[config.mk]
export PLATFORM = sky130hd
export DESIGN_NAME = cfg_regs
export DESIGN_NICKNAME = d
export VERILOG_FILES = /design/src/cfg_regs_pkg.sv /design/src/gain_if.sv /design/src/gain_select.sv /design/src/nvm_sequencer.sv /design/src/cfg_regs.sv
export SDC_FILE = /design/constraint.sdc
export NUM_CORES = 1
export LEC_CHECK = 0
export ABC_AREA = 0
export BUFFER_PORTS_ARGS = -buffer_cell sky130_fd_sc_hd__clkbuf_2
export CORE_UTILIZATION = 40
export CTS_CLUSTER_SIZE = 25
export DETAILED_ROUTE_END_ITERATION = 12
export PLACE_DENSITY = 0.68
export SLEW_MARGIN = 20
export SYNTH_ARGS = -nofsm -noshare
export SYNTH_HDL_FRONTEND = slang
export SYNTH_SLANG_ARGS = --single-unit
[constraint.sdc]
create_clock -name core_clk_i -period 1.8 [get_ports core_clk_i]
set_clock_uncertainty 0.05 [all_clocks]
set_input_delay 0.45 -clock core_clk_i [delete_from_list [all_inputs] [get_ports core_clk_i]]
set_output_delay 0.45 -clock core_clk_i [all_outputs]
set_load 0.1 [all_outputs]
[src/cfg_regs_pkg.sv]
// Behaviour
// - Start field selects threshold point nine..twelve
// - Long-range gain code is power-of-two multiplier
// - Long-range gain applies from start to end
// - Short-range gain applies before the start point
// - Checksum register is eight-bit read-write
// - Bit 7 dump enable, hardware may set
// - Unlock field 0xD enables programming
// - Bit 2 reads one after successful program
// - Writing bit 1 starts a reload
// - Writing bit 0 starts a program
// - Address 41h holds A2 high byte
// - Address 42h holds A2 low byte, reset zero
package cfg_regs_pkg;

  // ==========================================================================
  // Register indices (byte address is four times the index)
  localparam logic [7:0] IDX_GAIN_CTRL   = 8'h2a;
  localparam logic [7:0] IDX_CHECKSUM    = 8'h2b;
  localparam logic [7:0] IDX_NVM_CTRL    = 8'h40;
  localparam logic [7:0] IDX_A2_HIGH     = 8'h41;
  localparam logic [7:0] IDX_A2_LOW      = 8'h42;
  localparam logic [7:0] IDX_IRQ_STATUS  = 8'h50;
  localparam logic [7:0] IDX_IRQ_MASK    = 8'h51;
  localparam logic [7:0] IDX_THR_POINT   = 8'h52;

  // ==========================================================================
  // Field positions
  localparam int unsigned LR_START_LSB   = 6;
  localparam int unsigned LR_GAIN_LSB    = 3;
  localparam int unsigned SR_GAIN_LSB    = 0;
  localparam int unsigned DUMP_EN_BIT    = 7;
  localparam int unsigned UNLOCK_LSB     = 3;
  localparam int unsigned WRITE_OK_BIT   = 2;
  localparam int unsigned RELOAD_BIT     = 1;
  localparam int unsigned PROGRAM_BIT    = 0;

  // ==========================================================================
  // Values
  localparam logic [7:0] RESET_BYTE      = 8'h00;
  localparam logic [3:0] UNLOCK_PASSCODE = 4'hd;
  localparam logic [3:0] FIRST_LR_POINT  = 4'h9;
  localparam logic [2:0] GAIN_CODE_MAX   = 3'h5;
  localparam logic [3:0] NVM_BUSY_CYCLES = 4'h8;

  // Interrupt status bits
  localparam int unsigned IRQ_PROG_DONE  = 0;
  localparam int unsigned IRQ_PROG_DENY  = 1;
  localparam int unsigned IRQ_RELOAD_DONE = 2;
  localparam int unsigned IRQ_BAD_GAIN   = 3;

  typedef enum logic [1:0] {
    NVM_IDLE   = 2'b00,
    NVM_PROG   = 2'b01,
    NVM_RELOAD = 2'b10
  } nvm_state_t;

  // Power-of-two multiplier, 1..32, saturated for invalid codes
  function automatic logic [5:0] gain_mult(input logic [2:0] code);
    logic [2:0] c;
    c = (code > GAIN_CODE_MAX) ? GAIN_CODE_MAX : code;
    gain_mult = 6'h01 << c;
  endfunction : gain_mult

endpackage : cfg_regs_pkg

[src/gain_if.sv]
`timescale 1ns/10ps
interface gain_if;
  logic [7:0] gain_ctrl;
  logic [3:0] thr_point;
  logic [5:0] mult;
  logic       long_range;
  modport src (output gain_ctrl, output thr_point,
               input mult, input long_range);
  modport sel (input gain_ctrl, input thr_point,
               output mult, output long_range);
endinterface : gain_if

[src/gain_select.sv]
`timescale 1ns/10ps
module gain_select
  import cfg_regs_pkg::*;
(
  gain_if.sel g
);
  logic [3:0] start_point;
  // Start point nine plus the two-bit code
  assign start_point = FIRST_LR_POINT
                       + {2'b00, g.gain_ctrl[LR_START_LSB +: 2]};
  // Long range from start point onward, short range before it
  assign g.long_range = (g.thr_point >= start_point);
  assign g.mult = g.long_range
                  ? gain_mult(g.gain_ctrl[LR_GAIN_LSB +: 3])
                  : gain_mult(g.gain_ctrl[SR_GAIN_LSB +: 3]);
endmodule : gain_select

[src/nvm_sequencer.sv]
`timescale 1ns/10ps
module nvm_sequencer
  import cfg_regs_pkg::*;
(
  input  wire logic core_clk_i,
  input  wire logic srst_i,
  input  wire logic prog_req_i,
  input  wire logic reload_req_i,
  input  wire logic unlocked_i,
  output logic      busy_o,
  output logic      prog_done_o,
  output logic      prog_deny_o,
  output logic      reload_done_o
);
  nvm_state_t state_reg;
  logic [3:0] cnt_reg;

  always_ff @(posedge core_clk_i) begin
    if (srst_i) begin
      state_reg     <= NVM_IDLE;
      cnt_reg       <= 4'h0;
      prog_done_o   <= 1'b0;
      prog_deny_o   <= 1'b0;
      reload_done_o <= 1'b0;
    end else begin
      prog_done_o   <= 1'b0;
      prog_deny_o   <= 1'b0;
      reload_done_o <= 1'b0;
      case (state_reg)
        NVM_IDLE: begin
          cnt_reg <= NVM_BUSY_CYCLES;
          if (prog_req_i && unlocked_i) begin
            state_reg <= NVM_PROG;
          end else if (prog_req_i) begin
            prog_deny_o <= 1'b1;
          end else if (reload_req_i) begin
            state_reg <= NVM_RELOAD;
          end
        end
        NVM_PROG, NVM_RELOAD: begin
          cnt_reg <= cnt_reg - 4'h1;
          if (cnt_reg == 4'h1) begin
            state_reg     <= NVM_IDLE;
            prog_done_o   <= (state_reg == NVM_PROG);
            reload_done_o <= (state_reg == NVM_RELOAD);
          end
        end
        default: state_reg <= NVM_IDLE;
      endcase
    end
  end

  assign busy_o = (state_reg != NVM_IDLE);
endmodule : nvm_sequencer

[src/cfg_regs.sv]
// The implementer's own choice: the Avalon-MM slave port.
`timescale 1ns/10ps
module cfg_regs
  import cfg_regs_pkg::*;
(
  input  wire logic        core_clk_i,
  input  wire logic        srst_i,
  input  wire logic [7:0]  avs_address,
  input  wire logic        avs_read,
  input  wire logic        avs_write,
  input  wire logic [31:0] avs_writedata,
  input  wire logic [3:0]  avs_byteenable,
  output logic [31:0]      avs_readdata,
  output logic             avs_waitrequest,
  input  wire logic        dump_set_i,
  input  wire logic        dump_clear_i,
  input  wire logic [3:0]  thr_point_i,
  output logic [5:0]       thr_gain_mult_o,
  output logic             thr_long_range_o,
  output logic             echo_dump_enable_o,
  output logic [15:0]      bandpass_a2_o,
  output logic             nvm_busy_o,
  output logic             irq_o
);

  // ==========================================================================
  // Registers
  logic [7:0] preset2_gain_control_reg;
  logic [7:0] nvm_checksum_reg;
  logic       echo_dump_enable_reg;
  logic [3:0] nvm_unlock_code_reg;
  logic       nvm_write_success_reg;
  logic       nvm_reload_trigger_reg;
  logic       nvm_write_trigger_reg;
  logic [7:0] bandpass_a2_high_reg;
  logic [7:0] bandpass_a2_low_reg;
  logic [3:0] irq_status_reg;
  logic [3:0] irq_status_next;
  logic [3:0] irq_mask_reg;
  logic       ack_reg;

  logic       wr_go;
  logic       rd_go;
  logic       wr_lane0;
  logic       ctrl_wr;
  logic [7:0] wbyte;
  logic       prog_req;
  logic       reload_req;
  logic       prog_done;
  logic       prog_deny;
  logic       reload_done;
  logic       bad_gain;

  // ==========================================================================
  // Bus handshake: one wait cycle, then accept
  assign avs_waitrequest = (avs_read | avs_write) & ~ack_reg;
  assign wr_go    = avs_write & ack_reg;
  assign rd_go    = avs_read & ack_reg;
  assign wr_lane0 = wr_go & avs_byteenable[0];
  assign wbyte    = avs_writedata[7:0];

  always_ff @(posedge core_clk_i) begin
    if (srst_i) begin
      ack_reg <= 1'b0;
    end else begin
      ack_reg <= (avs_read | avs_write) & ~ack_reg;
    end
  end

  function automatic logic hit(input logic [7:0] a, input logic [7:0] idx);
    hit = (a == idx);
  endfunction : hit

  assign ctrl_wr = wr_lane0 & hit(avs_address, IDX_NVM_CTRL);

  // ==========================================================================
  // Configuration bytes
  // Invalid gain codes are stored as written and flagged as an interrupt
  always_ff @(posedge core_clk_i) begin
    if (srst_i) begin
      preset2_gain_control_reg <= RESET_BYTE;
    end else if (wr_lane0 && hit(avs_address, IDX_GAIN_CTRL)) begin
      preset2_gain_control_reg <= wbyte;
    end
  end

  always_ff @(posedge core_clk_i) begin
    if (srst_i) begin
      nvm_checksum_reg <= RESET_BYTE;
    end else if (wr_lane0 && hit(avs_address, IDX_CHECKSUM)) begin
      nvm_checksum_reg <= wbyte;
    end
  end

  always_ff @(posedge core_clk_i) begin
    if (srst_i) begin
      bandpass_a2_high_reg <= RESET_BYTE;
    end else if (wr_lane0 && hit(avs_address, IDX_A2_HIGH)) begin
      bandpass_a2_high_reg <= wbyte;
    end
  end

  always_ff @(posedge core_clk_i) begin
    if (srst_i) begin
      bandpass_a2_low_reg <= RESET_BYTE;
    end else if (wr_lane0 && hit(avs_address, IDX_A2_LOW)) begin
      bandpass_a2_low_reg <= wbyte;
    end
  end

  always_ff @(posedge core_clk_i) begin
    if (srst_i) begin
      irq_mask_reg <= 4'h0;
    end else if (wr_lane0 && hit(avs_address, IDX_IRQ_MASK)) begin
      irq_mask_reg <= wbyte[3:0];
    end
  end

  // ==========================================================================
  // Memory control register
  // The unlock code is compared when the sequencer takes a trigger
  always_ff @(posedge core_clk_i) begin
    if (srst_i) begin
      nvm_unlock_code_reg <= 4'h0;
    end else if (ctrl_wr) begin
      nvm_unlock_code_reg <= wbyte[UNLOCK_LSB +: 4];
    end
  end

  // Triggers clear once the sequencer takes them
  always_ff @(posedge core_clk_i) begin
    if (srst_i) begin
      nvm_write_trigger_reg <= 1'b0;
    end else if (ctrl_wr) begin
      nvm_write_trigger_reg <= wbyte[PROGRAM_BIT];
    end else if (prog_req) begin
      nvm_write_trigger_reg <= 1'b0;
    end
  end

  // A pending reload waits while a program is taken first
  always_ff @(posedge core_clk_i) begin
    if (srst_i) begin
      nvm_reload_trigger_reg <= 1'b0;
    end else if (ctrl_wr) begin
      nvm_reload_trigger_reg <= wbyte[RELOAD_BIT];
    end else if (reload_req && !prog_req) begin
      nvm_reload_trigger_reg <= 1'b0;
    end
  end

  // Hardware set/clear beside software write; hardware wins
  always_ff @(posedge core_clk_i) begin
    if (srst_i) begin
      echo_dump_enable_reg <= 1'b0;
    end else if (dump_set_i) begin
      echo_dump_enable_reg <= 1'b1;
    end else if (dump_clear_i) begin
      echo_dump_enable_reg <= 1'b0;
    end else if (ctrl_wr) begin
      echo_dump_enable_reg <= wbyte[DUMP_EN_BIT];
    end
  end

  // Success flag: set by a completed program, cleared by a new attempt
  always_ff @(posedge core_clk_i) begin
    if (srst_i) begin
      nvm_write_success_reg <= 1'b0;
    end else if (prog_done) begin
      nvm_write_success_reg <= 1'b1;
    end else if (prog_req) begin
      nvm_write_success_reg <= 1'b0;
    end
  end

  // ==========================================================================
  // Program and reload sequencing
  assign prog_req   = nvm_write_trigger_reg & ~nvm_busy_o;
  assign reload_req = nvm_reload_trigger_reg & ~nvm_busy_o;

  nvm_sequencer u_seq (
    .core_clk_i    (core_clk_i),
    .srst_i        (srst_i),
    .prog_req_i    (prog_req),
    .reload_req_i  (reload_req),
    .unlocked_i    (nvm_unlock_code_reg == UNLOCK_PASSCODE),
    .busy_o        (nvm_busy_o),
    .prog_done_o   (prog_done),
    .prog_deny_o   (prog_deny),
    .reload_done_o (reload_done)
  );

  // ==========================================================================
  // Threshold gain selection
  gain_if gif ();
  assign gif.gain_ctrl = preset2_gain_control_reg;
  assign gif.thr_point = thr_point_i;

  gain_select u_gain (
    .g (gif.sel)
  );

  // Gain outputs lag the threshold point input by one cycle
  always_ff @(posedge core_clk_i) begin
    if (srst_i) begin
      thr_gain_mult_o <= 6'h01;
    end else begin
      thr_gain_mult_o <= gif.mult;
    end
  end

  always_ff @(posedge core_clk_i) begin
    if (srst_i) begin
      thr_long_range_o <= 1'b0;
    end else begin
      thr_long_range_o <= gif.long_range;
    end
  end

  assign bad_gain =
    (preset2_gain_control_reg[LR_GAIN_LSB +: 3] > GAIN_CODE_MAX) |
    (preset2_gain_control_reg[SR_GAIN_LSB +: 3] > GAIN_CODE_MAX);

  // ==========================================================================
  // Interrupts: set wins over write-one-to-clear
  always_comb begin
    irq_status_next = irq_status_reg;
    if (wr_lane0 && hit(avs_address, IDX_IRQ_STATUS)) begin
      irq_status_next = irq_status_next & ~wbyte[3:0];
    end
    if (prog_done) begin
      irq_status_next[IRQ_PROG_DONE] = 1'b1;
    end
    if (prog_deny) begin
      irq_status_next[IRQ_PROG_DENY] = 1'b1;
    end
    if (reload_done) begin
      irq_status_next[IRQ_RELOAD_DONE] = 1'b1;
    end
    if (bad_gain) begin
      irq_status_next[IRQ_BAD_GAIN] = 1'b1;
    end
  end

  // The line is taken from the next status, so it rises in the same cycle as the status bit, one cycle after the event
  always_ff @(posedge core_clk_i) begin
    if (srst_i) begin
      irq_status_reg <= 4'h0;
    end else begin
      irq_status_reg <= irq_status_next;
    end
  end

  always_ff @(posedge core_clk_i) begin
    if (srst_i) begin
      irq_o <= 1'b0;
    end else begin
      irq_o <= |(irq_status_next & irq_mask_reg);
    end
  end

  // ==========================================================================
  // Outputs and read path
  always_ff @(posedge core_clk_i) begin
    if (srst_i) begin
      echo_dump_enable_o <= 1'b0;
    end else begin
      echo_dump_enable_o <= echo_dump_enable_reg;
    end
  end

  // Each coefficient byte reaches the filter one cycle after its own register is written
  always_ff @(posedge core_clk_i) begin
    if (srst_i) begin
      bandpass_a2_o <= 16'h0000;
    end else begin
      bandpass_a2_o <= {bandpass_a2_high_reg, bandpass_a2_low_reg};
    end
  end

  // Loaded in the wait cycle, so the data stand when the request is accepted
  always_ff @(posedge core_clk_i) begin
    if (srst_i) begin
      avs_readdata <= 32'h0000_0000;
    end else if (rd_go || (avs_read && !ack_reg)) begin
      case (avs_address)
        IDX_GAIN_CTRL:  avs_readdata <= {24'h00_0000, preset2_gain_control_reg};
        IDX_CHECKSUM:   avs_readdata <= {24'h00_0000, nvm_checksum_reg};
        IDX_NVM_CTRL:   avs_readdata <= {24'h00_0000, echo_dump_enable_reg,
                                         nvm_unlock_code_reg,
                                         nvm_write_success_reg,
                                         nvm_reload_trigger_reg,
                                         nvm_write_trigger_reg};
        IDX_A2_HIGH:    avs_readdata <= {24'h00_0000, bandpass_a2_high_reg};
        IDX_A2_LOW:     avs_readdata <= {24'h00_0000, bandpass_a2_low_reg};
        IDX_IRQ_STATUS: avs_readdata <= {28'h000_0000, irq_status_reg};
        IDX_IRQ_MASK:   avs_readdata <= {28'h000_0000, irq_mask_reg};
        IDX_THR_POINT:  avs_readdata <= {26'h000_0000, thr_gain_mult_o};
        default:        avs_readdata <= 32'h0000_0000;
      endcase
    end
  end

endmodule : cfg_regs

=== Word-level counts from Yosys, hierarchy flattened ===
Cells that the tools add are included.

* $lt $le $gt $ge: 3
* Shifts and indexed selects: 2
* Divide/modulo/power cells: 0
* Add/sub/neg operators: 2
* $mul: 0
* Reduce and logical (&&, ||, !) cells: 24
* Muxes and demuxes: 24
* Bitwise gates (word level): 17
* Eq/ne operators: 15

{| class="wikitable"
|+ Operators with widths
! cell !! number
|-
| 8-bit case mux with 8 select lines || 1
|-
| 8-bit by 7-bit equality test with 1-bit output, second input constant || 6
|-
| 8-bit by 6-bit equality test with 1-bit output, second input constant || 2
|-
| 1-bit two-way mux || 13
|-
| 1-bit by 3-bit << shifter with 6-bit output, first input constant || 2
|-
| 2-bit nonzero test || 5
|-
| 1-bit logical AND || 9
|-
| 4-bit bitwise AND || 2
|-
| 2-bit two-way mux || 4
|-
| 4-bit case mux with 2 select lines || 1
|-
| 1-bit bitwise AND || 7
|-
| 3-bit greater-than comparator, second input constant || 2
|-
| 3-bit two-way mux || 2
|-
| 6-bit two-way mux || 1
|-
| 3-bit by 2-bit inequality test with 1-bit output, second input constant || 2
|-
| 3-bit OR reduction || 2
|-
| 1-bit inverter || 5
|-
| 4-bit by 2-bit adder with 4-bit output, first input constant || 1
|-
| 4-bit by 1-bit equality test with 1-bit output, second input constant || 1
|-
| 4-bit equality test, second input constant || 1
|-
| 4-bit greater-or-equal comparator || 1
|-
| 4-bit two-way mux || 1
|-
| 4-bit inverter || 1
|-
| 2-bit case mux with 2 select lines || 1
|-
| other kinds (12) || 14
|}

* Bits of input ports: 54
* Register bits: 115
* Memories kept: 0
* Output and inout bits: 59
* Latch bits: 0
* Memory bits (writable): 0
* Memory bits (read-only): 0

=== Longest topological paths before layout ===
Gate-level depths: netlist of the first run.

* Depth after elaboration: 7
* Gate-level depth with buffers: 7
* Mapped depth without buffers: 7

=== Hierarchy ===
From an unflattened synthesis of the first run, not the netlist that was laid out.

* Cell total of the unflattened synthesis: 459
* Area, all modules: 4401.7 um^2

{| class="wikitable"
|+ Modules (own cells, without submodules)
! module !! sequential area each (um^2) !! area each (um^2) !! instances !! cells an instance
|-
| cfg_regs || 1641.6 || 3658.5 || 1 || 373
|-
| nvm_sequencer || 180.2 || 489.2 || 1 || 52
|-
| gain_select || 0.0 || 254.0 || 1 || 34
|}

=== Worst setup path before layout of the first run ===
Ideal clock, no wire load.

* Path type: input to output
* Start point: input port avs_write
* End point: output port avs_waitrequest
* Data required time: 1300 ps
* Data arrival time: 1746 ps
* Slack: -446 ps
* Cell stages on the path: 2
* Cells stage by stage: nor2_1 nor2_1

* Longest elaborated chain between the ends: 2

{| class="wikitable"
|+ RTL lines
! what !! RTL line !! text
|-
| start, declared || cfg_regs.sv:10 || <nowiki>input wire logic avs_write,</nowiki>
|-
| 1-bit bitwise OR || cfg_regs.sv:56 || <nowiki>assign avs_waitrequest = (avs_read | avs_write) & ~ack_reg;</nowiki>
|-
| 1-bit bitwise AND || cfg_regs.sv:56 ||
|-
| end, declared || cfg_regs.sv:14 || <nowiki>output logic avs_waitrequest,</nowiki>
|}

No other way between the ends.

=== Final worst setup path of the first run ===
* Start point: register preset2_gain_control_reg[6] (netlist: gif.gain_ctrl[6])
* End point: register thr_gain_mult_o[1]

* Longest elaborated chain between the ends: 3

{| class="wikitable"
|+ RTL lines
! what !! RTL line !! text
|-
| start, declared || cfg_regs.sv:28 || <nowiki>logic [7:0] preset2_gain_control_reg;</nowiki>
|-
| start signal, assigned || cfg_regs.sv:83 || <nowiki>preset2_gain_control_reg <= wbyte;</nowiki>
|-
| 4-bit by 2-bit adder with 4-bit output || gain_select.sv:10 || <nowiki>+ {2'b00, g.gain_ctrl[LR_START_LSB +: 2]};</nowiki>
|-
| 4-bit greater-or-equal comparator || gain_select.sv:12 || <nowiki>assign g.long_range = (g.thr_point >= start_point);</nowiki>
|-
| 6-bit two-way mux || gain_select.sv:14 || <nowiki>? gain_mult(g.gain_ctrl[LR_GAIN_LSB +: 3])</nowiki>
|-
| end signal, assigned || cfg_regs.sv:208 || <nowiki>thr_gain_mult_o <= gif.mult;</nowiki>
|-
| end, declared || cfg_regs.sv:18 || <nowiki>output logic [5:0] thr_gain_mult_o,</nowiki>
|}

No other way between the ends.
A chain may end at the register's enable or synchronous reset.

==> flow_metrics.tcl, run 1 <==
set metrics [dict create \
    cts_sinks 91 \
    grt_pass1_wl_um 16500 \
    grt_max_degree 56 \
    finalSetupTns_ps 0 \
    cts_buffers 9 \
    wl_per_cell_um 15.0 \
    fp.dieArea_sq_um 11000 \
    synth.distinct_cells 53 \
    dpl_cell_area_sq_um 4830 \
    diodes 0 \
    route.detailed.drc 0 \
    start_util_pct 41.1 \
    p_sw_uw 1210 \
    dp_hpwl_um 7750 \
    ctsHoldBuffers 0 \
    cp.arrival_ps 1990 \
    avgSynthCellArea_sq_um 9.14 \
    syn_area_sq_um 4240 \
    largest_reg_flops 16 \
    place.port_buffers 61 \
    rsz0062_at_grt "yes" \
    drive_above_1_share_pct 28.0 \
    ys_seq_area_share_pct 42.9 \
    post-route-period-util_pct 97.3 \
    first_iter_violations 221 \
    worstHoldPathType "input pin to flip-flop" \
    r2r-end "thr_gain_mult_o[1]" \
    outcome "completed" \
    swShare_pct 30.1 \
    r2r_start "gif.gain_ctrl[6]" \
    synth-seq-cells 91 \
    p_leak_uw 0.00216 \
    hold-path-cell-count 2 \
    setup-violations-final 0 \
    place_ws_ps -234 \
    power_frac_seq_pct 50.4 \
    io_pins 113 \
    synth_flop_cell "dfxtp_1" \
    cts_buffer_depth 2 \
    cts-root-buf "clkbuf_8" \
    gp_congestion 0.885 \
    finalPower_uw 4010 \
    rrSetupSlack_ps 50 \
    maxSlewViolCount 0 \
    ir_drop_mv 0.338 \
    fin_crit_ps 1750 \
    internal-power_uw 2800 \
    grt_usage_pct 19.2 \
    top_usage_layer "met2" \
    power_frac_comb_pct 12.8 \
    met3_usage_pct 2.99 \
    grt_util_met2_pct 31.7 \
    cp_max_fo 5 \
    core_sq_um 10300 \
    die-height_um 105 \
    floorplan.rows 37 \
    dr.pass1.iters 4 \
    route.vias.total 3564 \
    ys_async_sr_fraction_pct 0 \
    hold_end "echo_dump_enable_reg" \
    syn_to_final_growth_pct 20.8 \
    crit_type "flip-flop to flip-flop" \
    power_density_nw_per_um2 782 \
    fmax_mhz 571 \
    viasPerCell 5.17 \
    maxSlewHeadroom_pct 63.7 \
    antenna_found_initial 0 \
    ant_nets 0 \
    synth_edf_count 0 \
    top_register "bandpass_a2_o" \
    fin_area_sq_um 5120 \
    yosysWarnings 0 \
    worstHoldStart "dump_clear_i" \
    max-cap-violations 0 \
    cp.required_ps 2040 \
    synthCells 464 \
    die_w_um 105 \
    gr-total-overflow 0 \
    htreeDepth 3 \
    grt_pass1_vias 3304 \
    cts_tree "built" \
    startpoint_type "flip-flop" \
    grt_util_met1_pct 24.7 \
    clk_pin_slew_ps 100 \
    clock_latency_ps 360 \
    wl_um 10300 \
    rr_worst_depth 8 \
    clkPwrFrac_pct 36.8 \
    nets 613 \
    post-route-util_pct 49.6 \
    finalHoldViolCount 0 \
    worstMarginPinSlew_ps 546 \
    critPathCaptureType "flip-flop" \
    fin_ws_ps 49.2 \
]
## cell families after synthesis
logic type / count (synthesis) / synth area share (%)
AO/OA/AOI/OAI: 84 / 12.4
adder cells (fa/ha/maj): 10 / 2.95
buffers and inverters: 59 / 8.14
flip-flops: 91 / 42.9
multiplexers: 45 / 10.9
other: 1 / 0.0884
AND/OR/NAND/NOR: 174 / 22.5
## placed cells by master (no fill, tap or decap), drive strengths merged, types with 2 or more instances in the layout
| master | Yosys | routed |
|---|---|---|
| a22oi | 8 | 8 |
| o22ai | 2 | 2 |
| conb | 1 | 24 |
| nor3b | 6 | 6 |
| a22o | 2 | 2 |
| buf | 39 | 40 |
| mux2i | 35 | 35 |
| nor3 | 6 | 6 |
| nand4 | 2 | 2 |
| dfxtp | 91 | 91 |
| nor2b | 21 | 21 |
| o211ai | 3 | 3 |
| mux2 | 10 | 10 |
| nor4b | 6 | 6 |
| a21oi | 37 | 37 |
| nand2 | 50 | 50 |
| and3 | 4 | 4 |
| a221oi | 7 | 7 |
| a211oi | 2 | 2 |
| o21ai | 15 | 15 |
| clkinv | 0 | 2 |
| ha | 10 | 10 |
| nand3b | 7 | 7 |
| and2 | 4 | 4 |
| nor2 | 43 | 43 |
| nand3 | 19 | 19 |
| inv | 11 | 15 |
| clkbuf | 9 | 68 |
## worst max path at each step
| stage | cells past startpoint | start | slack, ps | end |
|---|---|---|---|---|
| finish | 8 | gif.gain_ctrl[6] | 50 | thr_gain_mult_o[1] |
| global route | 8 | gif.gain_ctrl[6] | -40 | thr_gain_mult_o[0] |
| CTS | 8 | gif.gain_ctrl[6] | 10 | thr_gain_mult_o[1] |
| detailed placement | 6 | avs_address[1] | -230 | irq_o |
| global placement | 6 | avs_address[1] | -230 | irq_o |
| floorplan | 7 | gif.gain_ctrl[7] | -80 | thr_gain_mult_o[4] |
## per-stage QoR
stage          instances  hold WS [ps]
6_report             690           228
5_1_grt              690           225
4_1_cts              689           225
3_5_place_dp         672           406
3_3_place_gp         672           394
2_1_floorplan        487           383
## synthesized netlist by cell type, drive strengths merged (7+ instances only)
library cell	number	area [sq um]
o21ai	15	78.8
nor2	43	161
nand3b	7	52.6
nor2b	21	131
a21oi	37	185
a221oi	7	61.3
clkbuf	9	33.8
buf	39	270
inv	11	41.3
a22oi	8	60.1
mux2i	35	350
nand3	19	108
mux2	10	113
dfxtp	91	1820
ha	10	125
nand2	50	190
## critical path: stages, from the launching register on
cell     delay (ps)
dfxtp_4         370
ha_4            270
inv_4            30
ha_4            200
a21oi_2         130
nor2b_2          60
o21ai_4         210
buf_6           160
mux2i_1         190
## per-layer routing
metal	wire length, um	part of all wire [%]
met5	0	0
met1	4620	45
met2	4890	47
met4	266	2.6
met3	540	5.2
## power by group through the flow
stage               Combinational [uW]  Sequential, uW  Clock [uW]
finish                             515            2020        1470
global route                       538            2020        1580
CTS                                506            2020        1490
detailed placement                 503            2070           0
global placement                   498            2070           0
floorplan                          389            2090           0
## final cells by class
| type | count | area, sq um |
|---|---|---|
| fillers | 980 | 5200 |
| multi-input cells | 337 | 2230 |
| flip-flops and latches | 91 | 1830 |
| repair buffers | 99 | 637 |
| well taps | 136 | 170 |
| clock buffers | 9 | 124 |
| clock inverters | 7 | 90.1 |
| inverters | 11 | 43.8 |
## repair_timing
action / in CTS / in global routing
setup buffers: 1 / 1
pin swaps: 4 / 5
resized for setup: 9 / 10
setup endpoints to repair: 7 / 18
No activity file was read; power rests on OpenSTA's default activity.
==> run 2, diff against run 1 <==
CORE_MARGIN = 5   (was not set)
==> flow_metrics.tcl, run 2 (synthesis results as in run 1) <==
set metrics [dict create \
    outcome "completed" \
    fin_crit_ps 1800 \
    gp_congestion 0.930 \
    ant_nets 0 \
    antenna_found_initial 0 \
    critPathLaunch "gif.gain_ctrl[6]" \
    fmax_mhz 557 \
    core_sq_um 10300 \
    clkPwrFrac_pct 34.5 \
    wl_met3_um 795 \
    final_cells 690 \
    largest_reg_flops 16 \
    grt_pass1_vias 3432 \
    layout_common_cells "dfxtp_1 (87), clkbuf_2 (59), nand2_1 (49)" \
    power_frac_comb_pct 13.3 \
    critPathSlowestCell "dfxtp_4" \
    ctsHoldBuffers 0 \
    maxSlewViolCount 0 \
    route.detailed.drc 0 \
    io_pins 113 \
    internal-power_uw 2660 \
    finalHoldViolCount 0 \
    fillCellCount 985 \
    top_register "bandpass_a2_o" \
    finalPower_uw 3870 \
    worstMarginPinSlew_ps 550 \
    maxSlewHeadroom_pct 63.2 \
    r2r-end "thr_gain_mult_o[2]" \
    dp_hpwl_um 8190 \
    critPathCaptureType "flip-flop" \
    grt_usage_pct 16.9 \
    viasPerCell 5.19 \
    setup-violations-final 0 \
    regArea_sq_um 1830 \
    wl_per_cell_um 15.7 \
    layout_commonest_cell "dfxtp_1" \
    clock_latency_ps 360 \
    dp_cells 673 \
    crit_type "flip-flop to flip-flop" \
    cts_buffer_depth 2 \
    multi_input_area_sq_um 2230 \
    rr_worst_depth 8 \
    route.vias.total 3578 \
    cpMostUsedCell "ha_4" \
    crit_end "thr_gain_mult_o[2]" \
    cts_buffers 9 \
    post-route-period-util_pct 99.8 \
    die-height_um 113 \
    wl_met1_um 4860 \
    dr.pass1.iters 8 \
    cts-root-buf "clkbuf_8" \
    wl_um 10800 \
    fp.dieArea_sq_um 12800 \
    floorplan.rows 37 \
    ir_drop_mv 0.367 \
    cp.arrival_ps 2030 \
    die_w_um 113 \
    htreeDepth 3 \
    drive_above_1_share_pct 28.0 \
    r2r_start "gif.gain_ctrl[6]" \
    rsz0062_at_grt "yes" \
    nets 613 \
    finalSetupTns_ps 0 \
    worstHoldStart "dump_clear_i" \
    max-cap-violations 0 \
    cts_tree "built" \
    clk_pin_slew_ps 100 \
    swShare_pct 31.2 \
    worstHoldPathType "input pin to flip-flop" \
    gr-total-overflow 0 \
    grt_max_degree 63 \
    rrSetupSlack_ps 4 \
    place.port_buffers 61 \
    diodes 0 \
    cts_sinks 91 \
    wl_met2_um 4920 \
    power_frac_seq_pct 52.2 \
    cp_max_fo 5 \
    syn_to_final_growth_pct 20.2 \
    start_util_pct 41.1 \
    cp.required_ps 2040 \
    p_sw_uw 1210 \
    path_cells "ha_4, inv_2, ha_4, a21oi_2, nor2b_1, o21ai_2, buf_6, mux2i_1" \
    slowest_delay_ps 370 \
    power_density_nw_per_um2 759 \
    startpoint_type "flip-flop" \
    first_iter_violations 336 \
    top_layer "met4" \
    p_leak_uw 0.00214 \
    grt_pass1_wl_um 17000 \
]
-- run 2: timing repair --
action	CTS	global route
hold endpoints to repair	0	0
setup buffers	1	0
gates resized for setup	12	6
pin swaps	4	0
endpoints found under the setup margin	7	16
-- run 2: final cells by class --
class	count	area share, %
Clock buffer	9	2.43
Clock inverter	7	1.25
Inverter	11	0.859
Multi-Input combinational cell	337	43.8
Sequential cell	91	35.9
Tap cell	136	3.34
Timing Repair Buffer	99	12.5
-- run 2: metal layers --
| layer | track usage [%] | vias up |
|---|---|---|
| met5 | 0 | - |
| met4 | 7.77 | 0 |
| met2 | 26.3 | 143 |
| met1 | 22.5 | 1668 |
| li1 | - | 1748 |
| met3 | 3.42 | 19 |
-- run 2: per-stage QoR --
step	worst slack (ps)	cell area (sq um)	hold slack, ps	util (%)
finish	3.70	5100	212	49.4
global route	-54.6	5100	200	49.4
CTS	3.88	5070	202	49.1
detailed placement	-250	4830	397	46.8
global placement	-181	4830	395	46.8
floorplan	-75.3	4340	383	-
-- run 2: critical path, delay by kind of cell, from the launching register on --
kind / cells / cell delay [ps]
AO/OA/AOI/OAI: 2 / 360
adder cells (fa/ha/maj): 2 / 470
buffers and inverters: 2 / 220
flip-flops: 1 / 370
multiplexers: 1 / 190
AND/OR/NAND/NOR: 1 / 60
-- run 2: power by group through the flow --
stage	Sequential, uW	Combinational (uW)	Clock [uW]
after global routing	2020	534	1470
after CTS	2020	509	1370
after detailed placement	2070	504	0
after floorplan	2090	389	0
after global placement	2070	499	0
final	2020	514	1340
-- run 2: worst min-delay path by stage --
stage,cells after the start,slack [ps],endpoint
2_1_floorplan,1,380,ack_reg
3_3_place_gp,2,390,avs_readdata[7]
3_5_place_dp,2,400,avs_readdata[4]
4_1_cts,2,200,echo_dump_enable_reg
5_1_grt,2,200,echo_dump_enable_reg
6_report,2,210,echo_dump_enable_reg
